==> config.mk <==
export PLATFORM = sky130hd
export DESIGN_NAME = rag_addr_gen
export DESIGN_NICKNAME = d
export VERILOG_FILES = /design/src/rag_pkg.sv /design/src/rag_addr_gen.sv /design/src/rag_pc_calc.sv /design/src/rag_ram_calc.sv
export SDC_FILE = /design/constraint.sdc
export NUM_CORES = 1
export LEC_CHECK = 0
export BUFFER_PORTS_ARGS = -buffer_cell sky130_fd_sc_hd__buf_2
export CAP_MARGIN = 20
export CORE_MARGIN = 2
export CORE_UTILIZATION = 30
export CTS_CLUSTER_DIAMETER = 60
export DETAILED_ROUTE_END_ITERATION = 10
export PLACE_DENSITY_LB_ADDON = 0.1
export SETUP_SLACK_MARGIN = 0.5
export SYNTH_ARGS = -nofsm -noshare
export SYNTH_HDL_FRONTEND = slang
export SYNTH_SLANG_ARGS = --single-unit
==> constraint.sdc <==
create_clock -name CORE_CLK -period 1.6 [get_ports CORE_CLK]
set_input_delay 0.08 -clock CORE_CLK [delete_from_list [all_inputs] [get_ports CORE_CLK]]
set_output_delay 0.08 -clock CORE_CLK [all_outputs]
set_load 0.03 [all_outputs]
==> src/rag_pkg.sv <==
// shared constants and types for the ram/rom address generator
package rag_pkg;

  // widths
  localparam int unsigned RAG_PC_W   = 14;            // program counter bits
  localparam int unsigned RAG_RAM_W  = 10;            // ram address bits
  localparam int unsigned RAG_WORD_W = 10;            // rom instruction word bits
  localparam int unsigned RAG_NIB_W  = 4;             // data nibble bits

  // rom word fields during a table fetch
  localparam int unsigned RAG_FLAG_ACC  = 8;          // flag: write accumulator pair
  localparam int unsigned RAG_FLAG_PORT = 9;          // flag: write port output registers
  localparam int unsigned RAG_LO_NIB    = 0;          // low data nibble position
  localparam int unsigned RAG_HI_NIB    = 4;          // high data nibble position

  // memory-register window
  localparam logic [5:0] RAG_WIN_BASE_HI = 6'h04;     // window starts at 0x040
  localparam int unsigned RAG_WIN_SIZE   = 16;        // registers in the window

  // paging and zero page
  localparam int unsigned RAG_PAGE_LSB  = 8;          // first page-number bit of the pc
  localparam int unsigned RAG_PAGES     = 64;         // rom pages
  localparam int unsigned RAG_PAGE_WDS  = 256;        // words per page
  localparam int unsigned RAG_ZP_W      = 6;          // zero-page call immediate bits
  localparam logic [1:0]  RAG_TBL_HI    = 2'h0;       // top bits of table addresses

  // reset values
  localparam logic [13:0] RAG_PC_RST  = 14'h0000;     // pc after reset
  localparam logic [9:0]  RAG_RAM_RST = 10'h000;      // ram address after reset
  localparam logic [3:0]  RAG_NIB_RST = 4'h0;         // data registers after reset

  // decoded operation classes from the instruction decoder
  typedef enum logic [3:0] {
    RAG_OP_SEQ,          // any other instruction word
    RAG_OP_RAM_IND,      // ram access through w/x/y
    RAG_OP_RAM_DIR,      // two-word direct ram access
    RAG_OP_LOAD_WIN,     // load_acc_from_window
    RAG_OP_SWAP_WIN,     // swap_window_with_acc
    RAG_OP_LONG_GOTO,    // long_goto
    RAG_OP_FAR_GOTO,     // far_goto
    RAG_OP_CALL,         // full-range subroutine call
    RAG_OP_IN_PAGE,      // in_page_jump
    RAG_OP_ZCALL,        // zero-page call
    RAG_OP_TABLE_JUMP,   // table_jump
    RAG_OP_TABLE_FETCH   // rom table fetch
  } rag_op_e;

  // sequencer states
  typedef enum logic [1:0] {
    RAG_S_IDLE,          // ready for an instruction
    RAG_S_DIR2,          // waiting for the address word
    RAG_S_TBL            // waiting for rom table data
  } rag_state_e;

endpackage : rag_pkg

==> src/rag_addr_gen.sv <==
// ram/rom address generator: pc update, ram address, rom table fetch
// Function
// - indirect ram address from w, x, y
// - direct access: second word is address
// - 16-word window from window instructions; indirect and direct addresses also reach it
// - long jumps and full-range calls load all 14 bits
// - rom is 64 pages of 256 words
// - in-page jump replaces low eight bits
// - last-word in-page jump lands next page
// - zero-page call: six bits, upper cleared
// - table jump from immediate, acc, companion
// - fetch flag bit 8 writes accumulator pair
// - fetch flag bit 9 writes both ports
// - both flags write both destinations
// - table fetch never branches
// - rom words are ten bits wide
`timescale 1ns/1ps
`default_nettype none
module rag_addr_gen
  import rag_pkg::*;
(
  // clock and reset
  input  wire logic        CORE_CLK,
  input  wire logic        RSTN,
  // decoded instruction
  input  wire logic        OP_VALID,
  input  wire rag_op_e     OP_CODE,
  input  wire logic [13:0] OP_IMM,
  // second instruction word
  input  wire logic        WORD_VALID,
  input  wire logic [9:0]  WORD_IN,
  // core registers
  input  wire logic [1:0]  IDX_W,
  input  wire logic [3:0]  IDX_X,
  input  wire logic [3:0]  IDX_Y,
  input  wire logic [3:0]  ACC_IN,
  input  wire logic [3:0]  BREG_IN,
  // rom table data
  input  wire logic        ROM_DATA_VALID,
  input  wire logic [9:0]  ROM_DATA,
  // program counter
  output logic      [13:0] PC,
  output logic             BUSY,
  // ram address
  output logic      [9:0]  RAM_ADDR,
  output logic             RAM_REQ,
  // rom table address
  output logic      [13:0] ROM_ADDR,
  output logic             ROM_REQ,
  // accumulator pair write
  output logic      [3:0]  ACC_OUT,
  output logic      [3:0]  BREG_OUT,
  output logic             ACC_WE,
  // port output registers
  output logic      [3:0]  PORT_OUT_ONE,
  output logic      [3:0]  PORT_OUT_TWO,
  output logic             PORT_WE
);

  // state registers and next values
  rag_state_e  state_r, state_nxt;      // sequencer
  logic [13:0] pc_r, pc_nxt;            // program counter
  logic        busy_r, busy_nxt;        // multi-cycle op pending
  logic [9:0]  ram_addr_r, ram_addr_nxt;
  logic        ram_req_r, ram_req_nxt;
  logic [13:0] rom_addr_r, rom_addr_nxt;
  logic        rom_req_r, rom_req_nxt;
  logic [3:0]  acc_r, acc_nxt;          // accumulator value
  logic [3:0]  breg_r, breg_nxt;        // companion value
  logic        acc_we_r, acc_we_nxt;
  logic [3:0]  p1_r, p1_nxt;            // port_out_one
  logic [3:0]  p2_r, p2_nxt;            // port_out_two
  logic        port_we_r, port_we_nxt;

  // combinational helpers
  logic [13:0] pc_inc;                  // pc plus one
  logic [13:0] tbl_addr;                // table address
  logic [13:0] target;                  // pc after this op
  logic        is_branch;               // op loads the pc
  logic [9:0]  ram_addr_c;              // single-word ram address
  logic        ram_req_c;               // op accesses ram
  logic        take;                    // instruction accepted
  logic        tbl_done;                // rom data arrived
  logic [7:0]  rom_byte;                // data part of rom word

  assign take     = OP_VALID && (state_r == RAG_S_IDLE);
  assign tbl_done = ROM_DATA_VALID && (state_r == RAG_S_TBL);
  assign rom_byte = ROM_DATA[7:0];

  // pc target
  rag_pc_calc u_pc_calc (
    .pc        (pc_r),
    .op        (OP_CODE),
    .imm       (OP_IMM),
    .acc       (ACC_IN),
    .breg      (BREG_IN),
    .pc_inc    (pc_inc),
    .tbl_addr  (tbl_addr),
    .target    (target),
    .is_branch (is_branch)
  );

  // ram address for one-word modes
  rag_ram_calc u_ram_calc (
    .op      (OP_CODE),
    .idx_w   (IDX_W),
    .idx_x   (IDX_X),
    .idx_y   (IDX_Y),
    .win_sel (OP_IMM[3:0]),
    .addr    (ram_addr_c),
    .req     (ram_req_c)
  );

  // next-state logic for the whole block
  always_comb begin
    state_nxt    = state_r;
    pc_nxt       = pc_r;
    ram_addr_nxt = ram_addr_r;
    ram_req_nxt  = 1'b0;
    rom_addr_nxt = rom_addr_r;
    rom_req_nxt  = 1'b0;
    acc_nxt      = acc_r;
    breg_nxt     = breg_r;
    acc_we_nxt   = 1'b0;
    p1_nxt       = p1_r;
    p2_nxt       = p2_r;
    port_we_nxt  = 1'b0;
    case (state_r)
      RAG_S_IDLE: begin
        if (OP_VALID) begin
          // branch target or plain advance
          pc_nxt = is_branch ? target : pc_inc;
          if (ram_req_c) begin
            ram_addr_nxt = ram_addr_c;
            ram_req_nxt  = 1'b1;
          end
          if (OP_CODE == RAG_OP_RAM_DIR) begin
            state_nxt = RAG_S_DIR2;
          end
          if (OP_CODE == RAG_OP_TABLE_FETCH) begin
            // fetch address, pc only advances
            rom_addr_nxt = tbl_addr;
            rom_req_nxt  = 1'b1;
            state_nxt    = RAG_S_TBL;
          end
        end
      end
      RAG_S_DIR2: begin
        if (WORD_VALID) begin
          // whole second word is the address
          ram_addr_nxt = WORD_IN;
          ram_req_nxt  = 1'b1;
          pc_nxt       = pc_inc;
          state_nxt    = RAG_S_IDLE;
        end
      end
      RAG_S_TBL: begin
        if (ROM_DATA_VALID) begin
          // ten-bit word: two flags above the data byte
          if (ROM_DATA[RAG_FLAG_ACC]) begin
            acc_nxt    = ROM_DATA[RAG_LO_NIB +: RAG_NIB_W];
            breg_nxt   = ROM_DATA[RAG_HI_NIB +: RAG_NIB_W];
            acc_we_nxt = 1'b1;
          end
          // independent test, so both may fire
          if (ROM_DATA[RAG_FLAG_PORT]) begin
            p1_nxt      = ROM_DATA[RAG_LO_NIB +: RAG_NIB_W];
            p2_nxt      = ROM_DATA[RAG_HI_NIB +: RAG_NIB_W];
            port_we_nxt = 1'b1;
          end
          state_nxt = RAG_S_IDLE;
        end
      end
      default: begin
        state_nxt = RAG_S_IDLE;
      end
    endcase
    busy_nxt = (state_nxt != RAG_S_IDLE);
  end

  // register stage
  always_ff @(posedge CORE_CLK or negedge RSTN) begin
    if (!RSTN) begin
      state_r    <= RAG_S_IDLE;
      pc_r       <= RAG_PC_RST;
      busy_r     <= 1'b0;
      ram_addr_r <= RAG_RAM_RST;
      ram_req_r  <= 1'b0;
      rom_addr_r <= RAG_PC_RST;
      rom_req_r  <= 1'b0;
      acc_r      <= RAG_NIB_RST;
      breg_r     <= RAG_NIB_RST;
      acc_we_r   <= 1'b0;
      p1_r       <= RAG_NIB_RST;
      p2_r       <= RAG_NIB_RST;
      port_we_r  <= 1'b0;
    end else begin
      state_r    <= state_nxt;
      pc_r       <= pc_nxt;
      busy_r     <= busy_nxt;
      ram_addr_r <= ram_addr_nxt;
      ram_req_r  <= ram_req_nxt;
      rom_addr_r <= rom_addr_nxt;
      rom_req_r  <= rom_req_nxt;
      acc_r      <= acc_nxt;
      breg_r     <= breg_nxt;
      acc_we_r   <= acc_we_nxt;
      p1_r       <= p1_nxt;
      p2_r       <= p2_nxt;
      port_we_r  <= port_we_nxt;
    end
  end

  // outputs straight from flops
  assign PC           = pc_r;
  assign BUSY         = busy_r;
  assign RAM_ADDR     = ram_addr_r;
  assign RAM_REQ      = ram_req_r;
  assign ROM_ADDR     = rom_addr_r;
  assign ROM_REQ      = rom_req_r;
  assign ACC_OUT      = acc_r;
  assign BREG_OUT     = breg_r;
  assign ACC_WE       = acc_we_r;
  assign PORT_OUT_ONE = p1_r;
  assign PORT_OUT_TWO = p2_r;
  assign PORT_WE      = port_we_r;

  // assertion helpers
  logic [9:0]  idx_cat;                 // joined index registers
  logic [7:0]  imm_lo8;                 // in-page immediate
  logic [5:0]  imm_zp;                  // zero-page immediate
  logic [5:0]  pc_page;                 // current page number
  logic        pc_last;                 // pc at last word of page
  assign idx_cat = {IDX_W, IDX_X, IDX_Y};
  assign imm_lo8 = OP_IMM[7:0];
  assign imm_zp  = OP_IMM[5:0];
  assign pc_page = pc_r[13:8];
  assign pc_last = (pc_r[7:0] == 8'hFF);

  property p_ind;
    @(posedge CORE_CLK) disable iff (!RSTN)
    take && OP_CODE == RAG_OP_RAM_IND |=> RAM_REQ && RAM_ADDR == $past(idx_cat);
  endproperty
  a_ind: assert property (p_ind) else $error("indirect ram address wrong");

  property p_dir;
    @(posedge CORE_CLK) disable iff (!RSTN)
    take && OP_CODE == RAG_OP_RAM_DIR ##1 WORD_VALID
      |=> RAM_REQ && RAM_ADDR == $past(WORD_IN) && !BUSY;
  endproperty
  a_dir: assert property (p_dir) else $error("direct ram address wrong");

  property p_win;
    @(posedge CORE_CLK) disable iff (!RSTN)
    RAM_REQ && !$past(state_r == RAG_S_DIR2) && RAM_ADDR[9:4] == RAG_WIN_BASE_HI
      |-> $past(OP_CODE) == RAG_OP_LOAD_WIN || $past(OP_CODE) == RAG_OP_SWAP_WIN
          || $past(OP_CODE) == RAG_OP_RAM_IND;
  endproperty
  a_win: assert property (p_win) else $error("window reached by wrong op");

  property p_long;
    @(posedge CORE_CLK) disable iff (!RSTN)
    take && (OP_CODE == RAG_OP_LONG_GOTO || OP_CODE == RAG_OP_FAR_GOTO
             || OP_CODE == RAG_OP_CALL)
      |=> PC == $past(OP_IMM);
  endproperty
  a_long: assert property (p_long) else $error("long jump target wrong");

  property p_page;
    @(posedge CORE_CLK) disable iff (!RSTN)
    take && OP_CODE == RAG_OP_IN_PAGE && !pc_last
      |=> PC[7:0] == $past(imm_lo8) && PC[13:8] == $past(pc_page);
  endproperty
  a_page: assert property (p_page) else $error("in-page jump wrong");

  property p_edge;
    @(posedge CORE_CLK) disable iff (!RSTN)
    take && OP_CODE == RAG_OP_IN_PAGE && pc_last
      |=> PC[13:8] == 6'($past(pc_page) + 6'h01);
  endproperty
  a_edge: assert property (p_edge) else $error("page edge jump wrong");

  property p_zcall;
    @(posedge CORE_CLK) disable iff (!RSTN)
    take && OP_CODE == RAG_OP_ZCALL |=> PC[13:6] == 8'h00 && PC[5:0] == $past(imm_zp);
  endproperty
  a_zcall: assert property (p_zcall) else $error("zero-page call wrong");

  property p_tjump;
    @(posedge CORE_CLK) disable iff (!RSTN)
    take && OP_CODE == RAG_OP_TABLE_JUMP |=> PC == $past(tbl_addr);
  endproperty
  a_tjump: assert property (p_tjump) else $error("table jump target wrong");

  property p_acc;
    @(posedge CORE_CLK) disable iff (!RSTN)
    tbl_done |=> ACC_WE == $past(ROM_DATA[8]) && (!$past(ROM_DATA[8]) ||
      {BREG_OUT, ACC_OUT} == $past(rom_byte));
  endproperty
  a_acc: assert property (p_acc) else $error("accumulator pair write wrong");

  property p_port;
    @(posedge CORE_CLK) disable iff (!RSTN)
    tbl_done |=> PORT_WE == $past(ROM_DATA[9]) && (!$past(ROM_DATA[9]) ||
      {PORT_OUT_TWO, PORT_OUT_ONE} == $past(rom_byte));
  endproperty
  a_port: assert property (p_port) else $error("port write wrong");

  property p_both;
    @(posedge CORE_CLK) disable iff (!RSTN)
    tbl_done && ROM_DATA[9:8] == 2'h3 |=> ACC_WE && PORT_WE;
  endproperty
  a_both: assert property (p_both) else $error("dual write missing");

  property p_fetch;
    @(posedge CORE_CLK) disable iff (!RSTN)
    take && OP_CODE == RAG_OP_TABLE_FETCH
      |=> PC == $past(pc_inc) && ROM_REQ && ROM_ADDR == $past(tbl_addr) && BUSY;
  endproperty
  a_fetch: assert property (p_fetch) else $error("table fetch moved the pc");

  // pc frozen while the table word is awaited
  property p_hold;
    @(posedge CORE_CLK) disable iff (!RSTN)
    state_r == RAG_S_TBL |=> PC == $past(PC);
  endproperty
  a_hold: assert property (p_hold) else $error("pc moved during table fetch");

  property p_seq;
    @(posedge CORE_CLK) disable iff (!RSTN)
    take && OP_CODE == RAG_OP_SEQ |=> PC == $past(pc_inc);
  endproperty
  a_seq: assert property (p_seq) else $error("sequential advance wrong");

endmodule : rag_addr_gen
`default_nettype wire

==> src/rag_pc_calc.sv <==
// next program counter calculation
`timescale 1ns/1ps
`default_nettype none
module rag_pc_calc
  import rag_pkg::*;
(
  // current state
  input  wire logic [13:0] pc,
  input  wire rag_op_e     op,
  // operands
  input  wire logic [13:0] imm,
  input  wire logic [3:0]  acc,
  input  wire logic [3:0]  breg,
  // results
  output logic      [13:0] pc_inc,
  output logic      [13:0] tbl_addr,
  output logic      [13:0] target,
  output logic             is_branch
);

  // sequential advance and table address
  always_comb begin
    pc_inc    = 14'(pc + 14'h0001);
    tbl_addr  = {RAG_TBL_HI, imm[3:0], breg, acc};
    target    = pc_inc;
    is_branch = 1'b0;
    case (op)
      RAG_OP_LONG_GOTO, RAG_OP_FAR_GOTO, RAG_OP_CALL: begin
        target    = imm;
        is_branch = 1'b1;
      end
      RAG_OP_IN_PAGE: begin
        // page taken from the already advanced pc
        target    = {pc_inc[13:RAG_PAGE_LSB], imm[7:0]};
        is_branch = 1'b1;
      end
      RAG_OP_ZCALL: begin
        target    = {8'h00, imm[RAG_ZP_W-1:0]};
        is_branch = 1'b1;
      end
      RAG_OP_TABLE_JUMP: begin
        target    = tbl_addr;
        is_branch = 1'b1;
      end
      default: begin
        // no branch, table fetch included
        target    = pc_inc;
        is_branch = 1'b0;
      end
    endcase
  end

endmodule : rag_pc_calc
`default_nettype wire

==> src/rag_ram_calc.sv <==
// single-word ram address formation
`timescale 1ns/1ps
`default_nettype none
module rag_ram_calc
  import rag_pkg::*;
(
  // operation and operands
  input  wire rag_op_e    op,
  input  wire logic [1:0] idx_w,
  input  wire logic [3:0] idx_x,
  input  wire logic [3:0] idx_y,
  input  wire logic [3:0] win_sel,
  // result
  output logic      [9:0] addr,
  output logic            req
);

  // address mux per mode
  always_comb begin
    addr = RAG_RAM_RST;
    req  = 1'b0;
    case (op)
      RAG_OP_RAM_IND: begin
        addr = {idx_w, idx_x, idx_y};
        req  = 1'b1;
      end
      RAG_OP_LOAD_WIN, RAG_OP_SWAP_WIN: begin
        // these two form a 16-entry window address; indirect and direct can also hit it
        addr = {RAG_WIN_BASE_HI, win_sel};
        req  = 1'b1;
      end
      default: begin
        addr = RAG_RAM_RST;
        req  = 1'b0;
      end
    endcase
  end

endmodule : rag_ram_calc
`default_nettype wire

==> impl_metrics.tcl <==
set metrics [dict create \
    stdcell_area_um2 5220 \
    die_area_um2 11400 \
    die_width_um 107 \
    grt_max_degree 60 \
    setup_ws_ns -0.0253 \
    finalWirelength_mm 10.7 \
    critPathArrivalTime_ns 1.90 \
    fillers 1009 \
    crit_chain "nand3b_1, or4_4, buf_12, clkinv_8, nand2_1, nand2_1" \
    dp_hpwl_mm 6.92 \
    sequentialPowerShare_pct 35.7 \
    rows 37 \
    critPathCaptureType "flop" \
    drc 0 \
    async_reset_ff_share_pct 100 \
    htreeDepth 3 \
    clk_pin_slew_ns 0.08 \
    peakVddDrop_mv 0.617 \
    boundaryPins 120 \
    p_clk_share_pct 23.9 \
    outcome "finished, violations left" \
    slowest_stage "or4_4" \
    clk_latency_ns 0.34 \
    wl_per_cell_um 16.4 \
    post-route-period-util_pct 102 \
    crit_required_ns 1.88 \
    rrSetupSlack_ns -0.03 \
    post-route-min-period_ns 1.63 \
    antenna_cells 0 \
    rr_endpoint "ROM_ADDR[10]$_DFFE_PN0P_" \
    nets 572 \
    syn_avg_cell_area_um2 9.80 \
    synth_enable_flop_cells 0 \
    first_pass_iters 4 \
    maxCapViolations 0 \
    violations "negative setup slack" \
    initial_core_util_pct 30.7 \
    synth-main-ff-cell "dfrtp_1" \
    yosysSeqAreaShare_pct 46.8 \
    skew_ns 0.0155 \
    port_buffers 117 \
    ys_seq_elements 59 \
    grt_usage_pct 19.0 \
    endpoint "ROM_ADDR[10]$_DFFE_PN0P_" \
    worstReg2RegStart "state_r[0]$_DFF_PN0_" \
    vias 3234 \
    grt_pass1_vias 3284 \
    worstMarginPinSlew_ns 0.570 \
    p_per_area_nw_per_um2 1100 \
    post-route-util_pct 50.7 \
    startpoint_type "flop" \
    area_growth_pct 65.3 \
    drtAntennaViolNets 0 \
    synthesis.area_um2 3160 \
    critPathMaxStageDelay_ns 0.55 \
    layout-drive-gt1-share_pct 55.0 \
    gp_congestion 0.811 \
    cts_tree "yes" \
    grt_overflow 0 \
    numClockSinks 59 \
    grt_pass1_wl_mm 16.8 \
    hold_path_class "in2reg" \
    p_switching_mw 2.23 \
    finalSetupViolCount 13 \
    reg2reg_depth 6 \
    power.share.combinational_pct 40.4 \
    drt_iter0_drc 147 \
    critical_path.startpoint "state_r[0]$_DFF_PN0_" \
    drv_slew 0 \
    p_leak_nw 2.46 \
    whs_ns 0.0212 \
    timing.fmax_mhz 615 \
    cts_buffer_depth 2 \
    layout_common_cells "buf_2 (106), nand2_1 (52), dfrtp_1 (49)" \
    vias_per_cell 4.97 \
    layout_commonest_cell "buf_2" \
    coreArea_um2 10300 \
    final_hold_viol_count 0 \
    yosysUniqueCellTypes 57 \
    fp.dieH_um 107 \
    internal-power_mw 3.49 \
    synthCells 322 \
    cpMostUsedCell "nand2_1" \
    cts_buffers 9 \
    crit_type "reg2reg" \
    sw_frac_of_total_pct 39.0 \
    slew_headroom_pct 62.0 \
    cts.root.buffer_cell "clkbuf_8" \
    place_area_um2 4060 \
    antenna_found_initial 0 \
    finalPower_mw 5.72 \
    path_max_fanout 8 \
    rsz0062_at_grt "true" \
    ys_warn_count 0 \
]
-- cells in the mapped netlist (3+ instances only) --
library cell	number	area share [%]
a21oi_1	14	2.2
a222oi_1	4	1.3
a22o_1	15	4.2
a22oi_1	9	2.1
a31oi_1	6	1.2
buf_2	8	1.3
buf_4	5	1.2
buf_6	5	1.8
clkbuf_1	4	0.48
dfrtp_1	59	47
inv_1	9	1.1
mux2_2	16	5.7
nand2_1	58	6.9
nand2b_1	8	1.6
nand3_1	8	1.3
nand4_1	6	1.2
nor2_1	10	1.2
nor2b_1	3	0.59
o211a_1	3	0.95
o21ai_0	8	1.3
o21ai_1	14	2.2
o22ai_1	6	1.2
-- flip-flops by register name (all words and copies together), names as in the netlist, 2 cells and up --
name          flops
RAM_ADDR         10
state_r           2
BREG_OUT          4
PORT_OUT_TWO      4
PC               14
ROM_ADDR         12
PORT_OUT_ONE      4
ACC_OUT           4
-- metrics by stage --
| step | setup WS (ns) | std cells | TNS (ns) |
|---|---|---|---|
| floorplan | 0.0699 | 323 | 0 |
| global placement | 0.0313 | 574 | 0 |
| detailed placement | 0.0124 | 574 | 0 |
| CTS | 0.00494 | 640 | 0 |
| global route | -0.0681 | 651 | -0.896 |
| finish | -0.0253 | 651 | -0.202 |
-- repair_timing --
item | CTS | global route
hold buffers | 20 | 0
setup buffers | 24 | 11
endpoints found under the hold margin | 86 | 0
pin swaps | 33 | 30
setup endpoints to repair | 64 | 70
resized for setup | 59 | 44
cloned | 6 | 0
-- power by group through the flow --
stage	Clock (mW)	Sequential, mW	Combinational, mW
6_report	1.37	2.05	2.31
5_1_grt	1.47	2.09	2.48
4_1_cts	1.41	2.05	2.18
3_5_place_dp	0	2.08	1.88
3_3_place_gp	0	2.07	1.87
2_1_floorplan	0	2.67	0.621
-- kinds of logic after synthesis --
family | Yosys count | synth area share [%]
buf+inv | 33 | 6.07
mux | 18 | 6.34
fa+ha+maj | 1 | 0.396
flops | 59 | 46.8
simple gates | 117 | 19.3
other cells | 1 | 0.119
compound gates | 93 | 21.0
-- area by class of cell --
cell class	instances	area [um^2]	share of cell area, %
multi-input combinational	235	1860	35.6
sequential	59	1490	28.6
timing repair buffer	193	1440	27.5
tap	136	170	3.26
clock buffer	9	124	2.38
clock inverter	7	68.8	1.32
inverter	11	53.8	1.03
timing repair inverter	1	16.3	0.312
-- worst max-delay path: cells and delay by family, from the launching register on --
kind	cells	cell delay, ns
buffers and inverters	2	0.24
DFF	1	0.43
and+or+nand+nor	4	0.88
-- worst min path at each step --
| stage | slack, ns | depth (start not counted) | from | end |
|---|---|---|---|---|
| after global placement | 0.12 | 2 | RSTN | RAM_ADDR[7]$_DFFE_PN0P_ |
| final | 0.02 | 3 | IDX_X[1] | RAM_ADDR[5]$_DFFE_PN0P_ |
| after floorplan | -0.22 | 0 | RSTN | ACC_OUT[0]$_DFFE_PN0P_ |
| after detailed placement | 0.11 | 2 | RSTN | RAM_ADDR[7]$_DFFE_PN0P_ |
| after CTS | 0.004 | 3 | WORD_IN[6] | RAM_ADDR[6]$_DFFE_PN0P_ |
| after global routing | 0.02 | 3 | WORD_IN[4] | RAM_ADDR[4]$_DFFE_PN0P_ |
-- routing by layer --
metal  vias up  GRT usage (%)  part of all wire (%)
li1       1555              -                     -
met1      1567           23.9                    43
met2       100           32.0                    50
met3        12           3.86                   5.0
met4         0           6.96                   1.5
met5         -              0                     0
No activity file was read; power rests on OpenSTA's default activity.
